### src/core/dcs_pkg.sv
// Shared constants, states and register map of the dual-channel converter serial link.
package dcs_pkg;

  // ---------------------------------------------------------------------------
  // Conversion framing
  // ---------------------------------------------------------------------------
  localparam int         RES_W          = 12;
  localparam int         WORD_W         = 16;
  localparam int         CTRL_W         = 8;
  localparam logic [3:0] FALL_TRACK     = 4'h1;
  localparam logic [3:0] FALL_HOLD      = 4'h4;
  localparam logic [3:0] FALL_DATA      = 4'h5;
  localparam logic [3:0] FALL_LAST      = 4'h0;
  localparam logic [3:0] RISE_CTRL_LAST = 4'h8;
  localparam logic [3:0] RISE_LAST      = 4'hf;
  localparam logic [3:0] CNT_STEP       = 4'h1;
  localparam logic [3:0] CNT_ZERO       = 4'h0;
  localparam logic [2:0] CTRL_MSB       = 3'h7;
  localparam int         ADDR_LOW_POS   = 3;
  localparam logic       CHAN_FIRST     = 1'b0;

  // ---------------------------------------------------------------------------
  // Link timing
  // ---------------------------------------------------------------------------
  localparam int         CLK_PERIOD_NS  = 8;
  localparam int         SCLK_PERIOD_NS = 160;
  localparam int         HALF_CYC       = SCLK_PERIOD_NS / (2 * CLK_PERIOD_NS);
  localparam logic [4:0] HALF_LAST      = 5'(HALF_CYC - 1);
  localparam logic [4:0] HALF_STEP      = 5'h01;

  // ---------------------------------------------------------------------------
  // Controller register map
  // ---------------------------------------------------------------------------
  localparam logic [3:0] OFS_CFG        = 4'h0;
  localparam logic [3:0] OFS_GO         = 4'h4;
  localparam logic [3:0] OFS_STAT       = 4'h8;
  localparam logic [3:0] OFS_DATA       = 4'hc;
  localparam int         CFG_W          = 12;
  localparam int         CFG_CNT_LSB    = 8;
  localparam logic [11:0] CFG_RST       = 12'h000;
  localparam int         STAT_BUSY      = 0;
  localparam int         STAT_VALID     = 1;

  typedef enum logic [2:0] {
    DEV_DOWN  = 3'b001,
    DEV_TRACK = 3'b010,
    DEV_HOLD  = 3'b100
  } dcs_dev_state_e;

  typedef enum logic [3:0] {
    HST_IDLE  = 4'b0001,
    HST_SETUP = 4'b0010,
    HST_SHIFT = 4'b0100,
    HST_TAIL  = 4'b1000
  } dcs_hst_state_e;

endpackage

### src/core/dcs_if.sv
// Four-wire serial link between the converter and its controller.
`timescale 1ns/1ps
interface dcs_if;
  logic frame_sel_n;
  logic sclk;
  logic sdi;
  logic sdo_out;
  logic sdo_oe;
  logic sdo_line;

  // A pull-up holds the released output high whenever the converter lets go of it.
  assign sdo_line = sdo_oe ? sdo_out : 1'b1;

  modport dev (
    input  frame_sel_n,
    input  sclk,
    input  sdi,
    output sdo_out,
    output sdo_oe
  );

  modport host (
    output frame_sel_n,
    output sclk,
    output sdi,
    input  sdo_line
  );
endinterface

### src/core/dcs_sync.sv
// Two-flop synchroniser for pins entering the core clock domain.
`timescale 1ns/1ps
module dcs_sync #(
  parameter int           W       = 1,
  parameter logic [W-1:0] RST_VAL = '0
) (
  input  wire logic         core_clk,
  input  wire logic         sys_rst,
  input  wire logic [W-1:0] pin,
  output logic      [W-1:0] pin_s
);
  logic [W-1:0] meta_q;

  // The reset level should match the pin's idle level, so no false edge follows reset.
  always_ff @(posedge core_clk or posedge sys_rst) begin
    if (sys_rst) begin
      meta_q <= RST_VAL;
      pin_s  <= RST_VAL;
    end else begin
      meta_q <= pin;
      pin_s  <= meta_q;
    end
  end
endmodule

### src/core/dcs_dev.sv
// Converter end: frame sequencer, control byte capture and result shifter.
//
// Operation
// - Track input for first three clocks
// - Convert twelve clocks, result MSB first from fifth
// - Host frames are whole multiples of sixteen
// - Output driven only while frame select low
// - Power down outside frames and between conversions
// - Retrack after sixteenth rise, hold fourth fall
// - Shift clock gated off while frame select high
// - Select fall acts as first fall, clock low
// - Clock idling high: first clock fall tracks
// - Capture control byte on first eight rises
// - Captured channel applies to the next conversion
// - Only address field bits five..three matter
// - Address low bit picks first or second
// - Host never sets middle address bit
// - Valid result in first frame, no warmup
// - First input is channel after reset
// - Result is plain unsigned binary code
// - Host keeps select to clock separation
// - Power down from sixteenth fall to next
// - Back-to-back conversions while select stays low
//
// Register access over Avalon-MM and the register addresses were chosen for this implementation.
`timescale 1ns/1ps
module dcs_dev
  import dcs_pkg::*;
(
  input  wire logic             core_clk,
  input  wire logic             sys_rst,
  dcs_if.dev                    link,
  input  wire logic [RES_W-1:0] analog_input_first,
  input  wire logic [RES_W-1:0] analog_input_second,
  output logic                  powered_down,
  output logic                  tracking,
  output logic                  converting,
  output logic                  active_channel,
  output logic [CTRL_W-1:0]     last_ctrl
);

  // ---------------------------------------------------------------------------
  // Decoding helpers
  // ---------------------------------------------------------------------------
  // Only the low address bit separates the two inputs; the other address
  // bits and the ignored bits are dropped here. A set middle bit is illegal
  // for the host, so whatever this picks then is acceptable.
  function automatic logic chan_of(input logic [CTRL_W-1:0] b);
    chan_of = b[ADDR_LOW_POS];
  endfunction

  // ---------------------------------------------------------------------------
  // Pin synchronisers
  // ---------------------------------------------------------------------------
  logic [2:0] pins_s;
  logic       cs_s;
  logic       sclk_s;
  logic       sdi_s;

  dcs_sync #(.W(3), .RST_VAL(3'b110)) u_sync (
    .core_clk (core_clk),
    .sys_rst  (sys_rst),
    .pin      ({link.frame_sel_n, link.sclk, link.sdi}),
    .pin_s    (pins_s)
  );

  assign cs_s   = pins_s[2];
  assign sclk_s = pins_s[1];
  assign sdi_s  = pins_s[0];

  // ---------------------------------------------------------------------------
  // Internal shift clock
  // ---------------------------------------------------------------------------
  // Forcing the internal clock high while the frame is closed gates off all
  // edges, and a select fall with the clock low then yields the first
  // internal falling edge. With the clock idling high nothing happens until
  // the real clock falls.
  logic iclk_q;
  logic iclk;
  logic fall;
  logic rise;

  assign iclk = sclk_s | cs_s;
  assign fall = iclk_q & ~iclk;
  assign rise = ~iclk_q & iclk & ~cs_s;

  always_ff @(posedge core_clk or posedge sys_rst) begin
    if (sys_rst) begin
      iclk_q <= 1'b1;
    end else begin
      iclk_q <= iclk;
    end
  end

  // ---------------------------------------------------------------------------
  // Edge counters
  // ---------------------------------------------------------------------------
  // Both counters wrap at sixteen, so a long frame simply starts the next
  // conversion on the edge after the sixteenth rise.
  logic [3:0] fcnt_q;
  logic [3:0] fcnt_d;
  logic [3:0] fcnt_nx;
  logic [3:0] rcnt_q;
  logic [3:0] rcnt_d;
  logic [3:0] rcnt_nx;

  assign fcnt_nx = fcnt_q + CNT_STEP;
  assign rcnt_nx = rcnt_q + CNT_STEP;
  assign fcnt_d  = cs_s ? CNT_ZERO : (fall ? fcnt_nx : fcnt_q);
  assign rcnt_d  = cs_s ? CNT_ZERO : (rise ? rcnt_nx : rcnt_q);

  always_ff @(posedge core_clk or posedge sys_rst) begin
    if (sys_rst) begin
      fcnt_q <= CNT_ZERO;
      rcnt_q <= CNT_ZERO;
    end else begin
      fcnt_q <= fcnt_d;
      rcnt_q <= rcnt_d;
    end
  end

  // ---------------------------------------------------------------------------
  // Track / hold / power-down sequencer
  // ---------------------------------------------------------------------------
  dcs_dev_state_e state_q;
  dcs_dev_state_e state_d;
  logic           at_track;
  logic           at_hold;
  logic           at_last;

  assign at_track = fall & (fcnt_nx == FALL_TRACK);
  assign at_hold  = fall & (fcnt_nx == FALL_HOLD);
  assign at_last  = fall & (fcnt_nx == FALL_LAST);

  always_comb begin
    state_d = state_q;
    if (cs_s) begin
      state_d = DEV_DOWN;
    end else begin
      unique case (1'b1)
        at_track: state_d = DEV_TRACK;
        at_hold:  state_d = DEV_HOLD;
        at_last:  state_d = DEV_DOWN;
        default:  state_d = state_q;
      endcase
    end
  end

  always_ff @(posedge core_clk or posedge sys_rst) begin
    if (sys_rst) begin
      state_q <= DEV_DOWN;
    end else begin
      state_q <= state_d;
    end
  end

  assign powered_down = (state_q == DEV_DOWN);
  assign tracking     = (state_q == DEV_TRACK);
  assign converting   = (state_q == DEV_HOLD);

  // ---------------------------------------------------------------------------
  // Control byte capture and channel selection
  // ---------------------------------------------------------------------------
  // The selection shifted in during one conversion is parked and only moved
  // to the active channel at the next track start, so the conversion in
  // progress never changes input halfway.
  logic [CTRL_W-1:0] ctrl_q;
  logic [CTRL_W-1:0] ctrl_nx;
  logic              ctrl_shift;
  logic              ctrl_done;
  logic              next_chan_q;
  logic              cur_chan_q;

  assign ctrl_nx    = {ctrl_q[CTRL_W-2:0], sdi_s};
  assign ctrl_shift = rise & (rcnt_q < RISE_CTRL_LAST);
  assign ctrl_done  = rise & (rcnt_nx == RISE_CTRL_LAST);

  always_ff @(posedge core_clk or posedge sys_rst) begin
    if (sys_rst) begin
      ctrl_q      <= '0;
      last_ctrl   <= '0;
      next_chan_q <= CHAN_FIRST;
      cur_chan_q  <= CHAN_FIRST;
    end else begin
      if (ctrl_shift) begin
        ctrl_q <= ctrl_nx;
      end
      if (ctrl_done) begin
        last_ctrl   <= ctrl_nx;
        next_chan_q <= chan_of(ctrl_nx);
      end
      if (at_track) begin
        cur_chan_q <= next_chan_q;
      end
    end
  end

  assign active_channel = cur_chan_q;

  // ---------------------------------------------------------------------------
  // Sample, result shifter and output pin
  // ---------------------------------------------------------------------------
  // The input is frozen on the fourth fall; the code is passed on unchanged
  // as an unsigned binary word. The last bit stands after the sixteenth fall
  // so the host can take it on the sixteenth rise.
  logic [RES_W-1:0] res_q;
  logic [RES_W-1:0] sample;
  logic             shift_out;
  logic             sdo_q;

  assign sample    = cur_chan_q ? analog_input_second : analog_input_first;
  assign shift_out = fall & ((fcnt_nx >= FALL_DATA) | (fcnt_nx == FALL_LAST));

  always_ff @(posedge core_clk or posedge sys_rst) begin
    if (sys_rst) begin
      res_q <= '0;
      sdo_q <= 1'b0;
    end else begin
      if (cs_s) begin
        sdo_q <= 1'b0;
      end else if (at_hold) begin
        res_q <= sample;
        sdo_q <= 1'b0;
      end else if (shift_out) begin
        sdo_q <= res_q[RES_W-1];
        res_q <= {res_q[RES_W-2:0], 1'b0};
      end else if (fall) begin
        sdo_q <= 1'b0;
      end
    end
  end

  assign link.sdo_out = sdo_q;
  assign link.sdo_oe  = ~cs_s;

endmodule

### src/flat_wrapper.sv
// flat-port wrapper written by rule: the top's interface ports become plain ports
module dcs_dev_flat import dcs_pkg::*;
  (core_clk, sys_rst, analog_input_first, analog_input_second, powered_down, tracking, converting, active_channel, last_ctrl, link_frame_sel_n, link_sclk, link_sdi, link_sdo_out, link_sdo_oe);
  dcs_if link_i ();
  input  wire logic core_clk;
  input  wire logic sys_rst;
  input  wire logic [RES_W-1:0] analog_input_first;
  input  wire logic [RES_W-1:0] analog_input_second;
  output logic powered_down;
  output logic tracking;
  output logic converting;
  output logic active_channel;
  output logic [CTRL_W-1:0] last_ctrl;
  input wire logic [$bits(link_i.frame_sel_n)-1:0] link_frame_sel_n;
  input wire logic [$bits(link_i.sclk)-1:0] link_sclk;
  input wire logic [$bits(link_i.sdi)-1:0] link_sdi;
  output wire logic [$bits(link_i.sdo_out)-1:0] link_sdo_out;
  output wire logic [$bits(link_i.sdo_oe)-1:0] link_sdo_oe;
  assign link_i.frame_sel_n = link_frame_sel_n;
  assign link_i.sclk = link_sclk;
  assign link_i.sdi = link_sdi;
  assign link_sdo_out = link_i.sdo_out;
  assign link_sdo_oe = link_i.sdo_oe;
  dcs_dev u_core (.core_clk(core_clk), .sys_rst(sys_rst), .link(link_i), .analog_input_first(analog_input_first), .analog_input_second(analog_input_second), .powered_down(powered_down), .tracking(tracking), .converting(converting), .active_channel(active_channel), .last_ctrl(last_ctrl));
endmodule
### config.mk
export PLATFORM = sky130hd
export DESIGN_NAME = dcs_dev_flat
export DESIGN_NICKNAME = d
export VERILOG_FILES = /design/src/core/dcs_pkg.sv /design/src/core/dcs_if.sv /design/src/core/dcs_sync.sv /design/src/core/dcs_dev.sv /design/src/flat_wrapper.sv
export SDC_FILE = /design/constraint.sdc
export NUM_CORES = 1
export LEC_CHECK = 0
export BUFFER_PORTS_ARGS = -buffer_cell sky130_fd_sc_hd__buf_4
export CAP_MARGIN = 15
export CORE_ASPECT_RATIO = 1.1
export CORE_MARGIN = 2
export CORE_UTILIZATION = 49
export DETAILED_ROUTE_END_ITERATION = 16
export GPL_TIMING_DRIVEN = 1
export PLACE_DENSITY = 0.83
export RECOVER_POWER = 50
export SLEW_MARGIN = 20
export SYNTH_ARGS = -nofsm -noshare
export SYNTH_HDL_FRONTEND = slang
export SYNTH_HIERARCHICAL = 1
export SYNTH_SLANG_ARGS = --single-unit
### constraint.sdc
create_clock -name core_clk -period 1.8 [get_ports core_clk]
set_input_delay 0.09 -clock core_clk [delete_from_list [all_inputs] [get_ports core_clk]]
set_output_delay 0.09 -clock core_clk [all_outputs]
set_load 0.01 [all_outputs]
* Yosys cells after proc, flatten, opt, wreduce, memory -nomap -nowiden
Cells that the tools add are included.
** Word-level totals
- Input port bits :: 29
- Word-level logic and storage cells :: 56
- Output and inout port bits :: 14
- Register bits after elaboration :: 48
** Operators by class
- Add/sub/neg operators :: 2
- Magnitude comparators :: 2
- Bitwise logic cells :: 14
- Eq/ne operators :: 6
- Muxes and demuxes :: 13
- Reductions and logical operators :: 7
** Operators by type and width (count)
- $mux 12 :: 3
- $mux 4 :: 4
- $and 1x1->1 :: 9
- $pmux 3 s3 :: 1
- $add 4x1->4 const B :: 2
- $reduce_bool 4->1 :: 2
- $reduce_bool 2->1 :: 3
- $eq 4x1->1 const B :: 1
- $eq 4x3->1 const B :: 1
- $eq 4x4->1 const B :: 1
- $ge 4x3->1 const B :: 1
- $logic_not 4->1 :: 1
- $lt 4x4->1 const B :: 1
- $mux 1 :: 4
- $eq 3x1->1 const B :: 1
- $eq 3x2->1 const B :: 1
- $eq 3x3->1 const B :: 1
- $mux 3 :: 1
- $not 1->1 :: 3
- $or 1x1->1 :: 2
- $reduce_and 2->1 :: 1

* Depth between registers and ports, before layout
Gate-level depths: netlist of the first run.
- Depth in word-level cells :: 7
- Mapped depth :: 8
- Gate-level depth less buffers :: 6

* Cells and area by module
Netlist of the first run, hierarchy kept.
** Modules (own cells, without submodules)
- dcs_dev :: cells an instance 186, area an instance 2102.0 µm², times used 1, seq. area each 1028.5 µm²
- dcs_sync :: cells an instance 7, area an instance 158.9 µm², times used 1, seq. area each 155.1 µm²

* Least setup slack after synthesis of the first run
Ideal clock, no wire load.
- Kind :: reg-to-reg
- Start point :: register u_core.fcnt_q[0]
- End point :: register u_core.res_q[10]
- Buffers on the path :: 2
- Cell stages (with the launch flop) :: 9
- Arrival :: 1.701 ns
- Slack :: -0.024 ns
- Data required time :: 1.677 ns
- Period minus slack after synthesis :: 1.824 ns
- Setup time :: 0.123 ns
- Cells stage by stage :: dfrtp_1 -> ha_1 -> nor2b_1 -> a211o_1 -> and4_4 -> buf_6 -> buf_12 -> mux2i_1 -> o21ai_1
** Between the ends
- Word-level cells in the longest chain between the ends :: 6
- Elaborated cells between the ends (all ways) :: 10
- Classes of those cells :: 1 x add/sub; 1 x order compare; 1 x eq/ne; 1 x mux; 3 x bitwise; 3 x reduce/logical
** Ends and longest elaborated chain
- start, declared :: RTL line dcs_dev.sv:100 : logic [3:0] fcnt_q;
- start signal, assigned :: RTL line dcs_dev.sv:117 : fcnt_q <= fcnt_d;
- $add 4x1->4 (*) :: RTL line dcs_dev.sv:107 : assign fcnt_nx = fcnt_q + CNT_STEP;
- $ge 4x3->1 or $logic_not 4->1 (tied branches) :: RTL line dcs_dev.sv:212 : assign shift_out = fall & ((fcnt_nx >= FALL_DATA) | (fcnt_nx == FALL_LAST));
- $or 1x1->1 :: RTL line dcs_dev.sv:212
- $and 1x1->1 :: RTL line dcs_dev.sv:212
- $reduce_bool 2->1 (no line)
- $reduce_and 2->1 (no line)
- end signal, assigned :: RTL line dcs_dev.sv:222 : res_q <= sample;
- end signal, assigned :: RTL line dcs_dev.sv:226 : res_q <= {res_q[RES_W-2:0], 1'b0};
- end, declared :: RTL line dcs_dev.sv:206 : logic [RES_W-1:0] res_q;
Every way passes the cells marked *; elsewhere a longest branch is shown, timed or not.
A chain may end at the register's enable or synchronous reset.

* Worst setup path in the final report of the first run
- Start point :: register u_core.fcnt_q[0]
- End point :: register u_core.cur_chan_q, in the netlist u_core/active_channel
** Between the ends
- Word-level cells in the longest chain between the ends :: 3
** Ends and longest elaborated chain
- $add 4x1->4 :: RTL line dcs_dev.sv:107
- $eq 4x1->1 :: RTL line dcs_dev.sv:131 : assign at_track = fall & (fcnt_nx == FALL_TRACK);
- $and 1x1->1 :: RTL line dcs_dev.sv:131
- end signal, assigned :: RTL line dcs_dev.sv:193 : cur_chan_q <= next_chan_q;
- end, declared :: RTL line dcs_dev.sv:172 : logic cur_chan_q;
Every way passes these cells.

==> metrics.txt, run 1 <==
width of the die 68.77 um; worst-path cell chain ha_4, and2_1, a21oi_1, o22ai_1, nand3_1, mux2_2; share of post-route cells with drive strength above 1 a little under two fifths; Root Buffer clkbuf_8; crit-path max FO 7; Initial Utilization approximately half; Layout Cells excl Fill just over 300; delay-heaviest family, CP flip-flops; Critical Path Source Type register; CTS clk-pin slew, worst paths about 0.08 ns; VDD IR-drop max around 0.49 mV; RSZ-0062 raised after global routing true; Synth area leaders dfrtp_1 45%, mux2_2 14%, dfstp_2 7.0%; gr usage total 17.75%; part of the Yosys area used for sequential elements 52.35%; CTS Buf Count 5; routed vias 1626; setup bufs post-CTS 0; Mapped Cells just under 200; final antenna-violating net count 0; # port buffers 42; Detailed Place HPWL ~2800 um; Yosys cell types 38; largest net degree at the start of global routing 42; largest area contributor in the synthesized netlist dfrtp_1; # nets final around 280; grt ovf 0; P per Cell Area slightly below 800 mW/mm2; DRC 0; CTS tree built; syn nets 227; Buf/Inv on CP 0; RD Place Congestion 0.7963; Async S/R FF share, synth between 90% and 100%; clock sinks 47; synthesized area per cell around 12 um2; initial antenna violation count 0; Crit Path Category register to register; diode count 0; Critical Path RT roughly 2.0 ns; Final Critical Period 1.776 ns; Hold Path Class input port to register; Post-Synthesis Cell Area 0.002261 mm2; Crit path largest cell delay roughly 0.42 ns; crit end category register; DR pass1 iterations 4; data arrival time of the worst path around 2 ns; endpoints failing hold 0; Setup violations, final 0; vias in the first global route 1576; status finished clean; final-report max-slew violation count 0; vias per cell ~5.3; Leakage about 1.3 nW; Fin Clk Skew between 0.006 and 0.007 ns; I/O pin total between 40 and 50; placed insts roughly 300; Final Power roughly 0.0022 W; slowest library cell on the worst path dfrtp_1; Max clock buf depth 2; DRT iter0 DRCs 81; core region area 0.004379 mm2; Final period util just under 100%; worst-margin pin slew about 1.0 ns; full die area 0.005174 mm2; most frequent cell after synthesis dfrtp_1; Layout area overhead 23.69%; top cells by count, synth 41 x dfrtp_1, 28 x mux2_2, 22 x nand2_1; register bit total from synthesis 47; DRT Wirelength around 4300 um; Yosys warning count 6; site row count 25; die extent in y 75.25 um; Max Freq 563.1 MHz; Yosys top cell area share a little under half; H-tree levels 2; Rel. slew slack 31.94%; Most used DFF post-synth dfrtp_1; Max-Cap Viols 0; first-pass GRT wire length 6679 um; Post-synth EDFFs 0; Clk Latency, worst-skew pair approximately 0.30 ns; per-cell routed wire length 14.02 um; FILL cells roughly 360
-- layout make-up --
type | count | area [um2] | share of cell area (%)
clock inverter | 1 | 5.005 | 0.1790
timing repair buffer | 56 | 397.9 | 14.23
sequential | 47 | 1184 | 42.33
inverter | 6 | 22.52 | 0.8054
tap | 54 | 67.56 | 2.416
multi-input combinational | 134 | 1037 | 37.09
clock buffer | 6 | 82.58 | 2.953
-- sequential cells by signal (all words and copies together), names as in the netlist --
name / count
u_core/u_sync/pin_s: 3
u_core/u_sync/meta_q: 3
u_core/active_channel: 1
u_core/state_q: 3
u_core/res_q: 12
u_core/ctrl_q: 7
u_core/rcnt_q: 4
u_core/link.sdo_out: 1
u_core/fcnt_q: 4
u_core/last_ctrl: 8
u_core/iclk_q: 1
-- kinds of logic (layout without fill, tap and decap cells) --
group                      count (synthesis)  in the layout  synth area share (%)
and+or+nand+nor                           51             52                 11.46
DFF                                       47             47                 52.35
muxes                                     40             40                 19.26
AOI/OAI and AO/OA                         30             30                 7.970
buffers and inverters                     13             69                 3.487
xor gates and xnor gates                   7              7                 2.712
adders and majority gates                  5              5                 2.767
-- report_power, final --
group	switching [W]	leakage, nW	internal, W
combinational	0.000130	0.690	0.000167
clock	0.000334	0.0470	0.000302
sequential	0.0000829	0.576	0.00119
-- stage by stage --
stage	setup slack (ns)	TNS (ns)	hold slack (ns)	area (um2)	utilization, %
after floorplan	0.02504	0	-0.1219	2266	-
after global placement	0.1207	0	0.01681	2668	60.91
after detailed placement	-0.001491	-0.001491	0.02405	2668	60.91
after CTS	0.007098	0	0.1559	2805	64.06
after global routing	-0.06179	-0.1527	0.1670	2796	63.86
final	0.02417	0	0.1591	2796	63.86
-- worst register-to-register path: cells and delay by family (launching register included) --
family | cells | cell delay [ns]
multiplexers | 1 | 0.32
adder cells (fa/ha/maj) | 1 | 0.21
AO/OA/AOI/OAI | 2 | 0.34
AND/OR/NAND/NOR | 2 | 0.38
flip-flops | 1 | 0.42
-- cell usage in the layout, fill, tap and decap left out, types with 2 or more instances in the layout --
master | synthesis | final
dfrtp_1 | 41 | 41
buf_4 | 1 | 37
mux2_2 | 28 | 28
nand2_1 | 22 | 22
mux2i_1 | 12 | 12
clkbuf_1 | 2 | 9
nor2_1 | 9 | 9
o21ai_1 | 10 | 9
clkbuf_8 | 0 | 6
inv_1 | 6 | 6
a21oi_1 | 6 | 6
dfstp_2 | 6 | 5
dlygate4sd3_1 | 0 | 4
clkbuf_4 | 0 | 4
xor2_1 | 4 | 4
o21ai_0 | 4 | 4
ha_1 | 5 | 4
nand3_1 | 3 | 3
xnor2_1 | 3 | 3
nand2b_1 | 3 | 3
nor3b_1 | 3 | 3
nor2b_1 | 3 | 2
nor2b_4 | 0 | 2
a211o_1 | 2 | 2
a31o_2 | 2 | 2
-- metal layers --
layer	share of wire (%)	track usage [%]
met5	0	0
met4	1.6	10.02
met3	5.7	3.886
met2	52	30.88
met1	41	19.98
-- worst paths after layout --
check / endpoint / cells past startpoint / slack (ns) / start
max: u_core/active_channel / 6 / 0.02 / u_core/fcnt_q[0]
min: u_core/res_q[0] / 3 / 0.16 / analog_input_first[0]
max reg2reg: u_core/active_channel / 6 / 0.02 / u_core/fcnt_q[0]
min reg2reg: u_core/u_sync/pin_s[1] / 0 / 0.36 / u_core/u_sync/meta_q[1]
max in group asynchronous: u_core/ctrl_q[6] / 4 / 0.48 / sys_rst
min in group asynchronous: u_core/u_sync/pin_s[0] / 3 / 0.27 / sys_rst
-- timing repair --
action                                  in CTS  in global routing
pin swaps                                    0                  1
endpoints found under the setup margin       2                 14
cloned                                       1                  0
hold buffers                                 4                  0
gates resized for setup                      0                  6
hold endpoints to repair                    48                  0
Power figures use the tool's default switching activity.
==> run 2, diff against run 1 <==
--- a/config.mk
+++ b/config.mk
@@ -8,7 +8,6 @@
 export BUFFER_PORTS_ARGS = -buffer_cell sky130_fd_sc_hd__buf_4
 export CAP_MARGIN = 15
 export CORE_ASPECT_RATIO = 1.1
-export CORE_MARGIN = 2
 export CORE_UTILIZATION = 49
 export DETAILED_ROUTE_END_ITERATION = 16
 export GPL_TIMING_DRIVEN = 1
==> run 2 against run 1 <==
Clock power is 3.9% lower; critical endpoint is now u_core/res_q[10]; register-to-register slack improved by 0.04 ns; wire length decreased by 3.5%; sequential share of layout area is 0.22 points lower; die area decreased by 5.5%; worst hold slack better by 0.018 ns; combinational power barely moved; via count is 2.7% lower.
==> metrics.txt, run 2 (synthesis results as in run 1) <==
H-tree levels 2 (unchanged); first-pass GRT wire length 6527 um (was 6679 um); DRT Wirelength 4111 um (was 4262 um); P per Cell Area 776.5 mW/mm2 (was 787.5 mW/mm2); Final Critical Period 1.737 ns (was 1.776 ns); most frequent cells in the layout 40 x dfrtp_1, 39 x buf_4, 28 x mux2_2, 22 x nand2_1, 11 x mux2i_1 (was 41 x dfrtp_1, 37 x buf_4, 28 x mux2_2, 22 x nand2_1, 12 x mux2i_1); I/O pin total 43 (unchanged); commonest non-fill, non-tap cell in the layout dfrtp_1 (unchanged); status finished clean (unchanged); FILL cells 329 (was 362); Layout area overhead 24.46% (was 23.69%); core region area 0.004348 mm2 (was 0.004379 mm2); Final period util 96.51% (was 98.66%); CTS tree built (unchanged); vias per cell 5.238 (was 5.349); initial antenna violation count 0 (unchanged); fin util 64.72% (was 63.86%); slowest library cell on the worst path dfrtp_1 (unchanged); Hold Path Class input port to register (unchanged); setup TNS 0 ns (unchanged); grt ovf 0 (unchanged); final-report max-slew violation count 0 (unchanged); Leakage 1.321 nW (was 1.313 nW); Clk Latency, worst-skew pair 0.29 ns (was 0.30 ns); routed vias 1582 (was 1626); data arrival time of the worst path 1.92 ns (was 1.97 ns); R2R Setup Slk 0.06 ns (was 0.02 ns); Root Buffer clkbuf_8 (unchanged); Max-Cap Viols 0 (unchanged); Max clock buf depth 2 (unchanged); Rel. slew slack 34.25% (was 31.94%); site row count 25 (unchanged); crit-path max FO 8 (was 7); Critical Path Source Type register (unchanged); endpoints failing hold 0 (unchanged); vias in the first global route 1470 (was 1576); worst-margin pin slew 0.9862 ns (was 1.021 ns); Largest regs u_core/res_q (12), u_core/last_ctrl (8), u_core/ctrl_q (7) (unchanged); diode count 0 (unchanged); largest net degree at the start of global routing 42 (unchanged); full die area 0.004890 mm2 (was 0.005174 mm2); gr usage total 18.10% (was 17.75%); Max Freq 575.6 MHz (was 563.1 MHz); CTS Buf Count 5 (unchanged); max reg flops 12 (unchanged); Fin Clk Skew 0.005099 ns (was 0.006687 ns); DRT iter0 DRCs 83 (was 81); RD Place Congestion 0.7925 (was 0.7963); Initial Utilization 52.00% (was 51.63%); per-cell routed wire length 13.61 um (was 14.02 um); RSZ-0062 raised after global routing true (unchanged); crit end category register (unchanged); Critical Path RT 1.98 ns (was 1.99 ns); # nets final 281 (was 284); clock sinks 47 (unchanged); width of the die 66.77 um (was 68.77 um); worst-path cell chain ha_4, nand2b_4, o21ai_4, and4_4, mux2i_2, o21ai_1 (was ha_4, and2_1, a21oi_1, o22ai_1, nand3_1, mux2_2); CTS clk-pin slew, worst paths 0.08 ns (about the same); Crit path largest cell delay 0.42 ns (about the same); # port buffers 42 (unchanged); DR pass1 iterations 4 (unchanged); Setup violations, final 0 (unchanged); share of post-route cells with drive strength above 1 40.32% (was 37.20%); final antenna-violating net count 0 (unchanged); die extent in y 73.25 um (was 75.25 um); DRC 0 (unchanged); Most flops, register u_core/res_q (unchanged); VDD IR-drop max 0.5897 mV (was 0.4928 mV); Crit Path Category register to register (unchanged); Detailed Place HPWL 2782 um (was 2825 um)
[run 2: cell types whose count changed in the layout (fill, tap and decap cells not counted), sizes merged]
cell / previous run / this run
clkbuf: 20 / 15
buf: 38 / 40
clkinv: 1 / 2
[run 2: stage by stage]
stage | instances | hold slack (ns) | total power (W) | cell area [um2] | setup WS [ns]
after global placement | 289 | 0.01954 | 0.001556 | 2645 | 0.08784
after detailed placement | 289 | 0.02394 | 0.001584 | 2645 | -0.01750
after floorplan | 193 | -0.1219 | 0.001452 | 2266 | 0.02504
after global routing | 302 | 0.1714 | 0.002305 | 2814 | -0.02495
after CTS | 302 | 0.1657 | 0.002210 | 2781 | 0.001715
final | 302 | 0.1770 | 0.002185 | 2814 | 0.06279
[run 2: final timing paths]
check / startpoint / endpoint / depth (start not counted)
setup / recovery: u_core/fcnt_q[1] / u_core/res_q[10] / 6
hold / removal: analog_input_second[0] / u_core/res_q[0] / 3
setup reg to reg: u_core/fcnt_q[1] / u_core/res_q[10] / 6
hold reg to reg: u_core/u_sync/meta_q[0] / u_core/u_sync/pin_s[0] / 0
max in group asynchronous: sys_rst / u_core/fcnt_q[2] / 4
min in group asynchronous: sys_rst / u_core/u_sync/meta_q[0] / 3
[run 2: area by class of cell]
class / instances / area [um2] / area share, %
clock buffers: 6 / 72.57 / 2.579
clock inverters: 2 / 13.76 / 0.4891
inverters: 6 / 22.52 / 0.8004
multi-input cells: 134 / 1059 / 37.62
flip-flops and latches: 47 / 1185 / 42.11
well taps: 54 / 67.56 / 2.401
repair buffers: 53 / 394.1 / 14.01
[run 2: layer usage]
layer,GRT usage [%],wire (um),share of wire (%)
met1,21.88,1810,44
met2,31.65,2075,50
met3,3.750,172,4.2
met4,6.383,53,1.3
met5,0,0,0
[run 2: where the power goes]
part           internal, W  switching [W]
registers          0.00119      0.0000873
logic             0.000168       0.000132
clock network     0.000274       0.000337
[run 2: worst max-delay path, delay by kind of cell (launching register included)]
kind,cells,cell delay (ns)
simple gates,2,0.50
mux,1,0.26
compound gates,2,0.24
fa+ha+maj,1,0.20
flops,1,0.42
[run 2: timing repair]
item | in CTS | in global routing
gates cloned | 1 | 0
buffers inserted | 0 | 0
setup endpoints to repair | 1 | 15
gates resized for setup | 0 | 11
pin swaps | 0 | 4
endpoints found under the hold margin | 48 | 0
hold buffers | 4 | 0
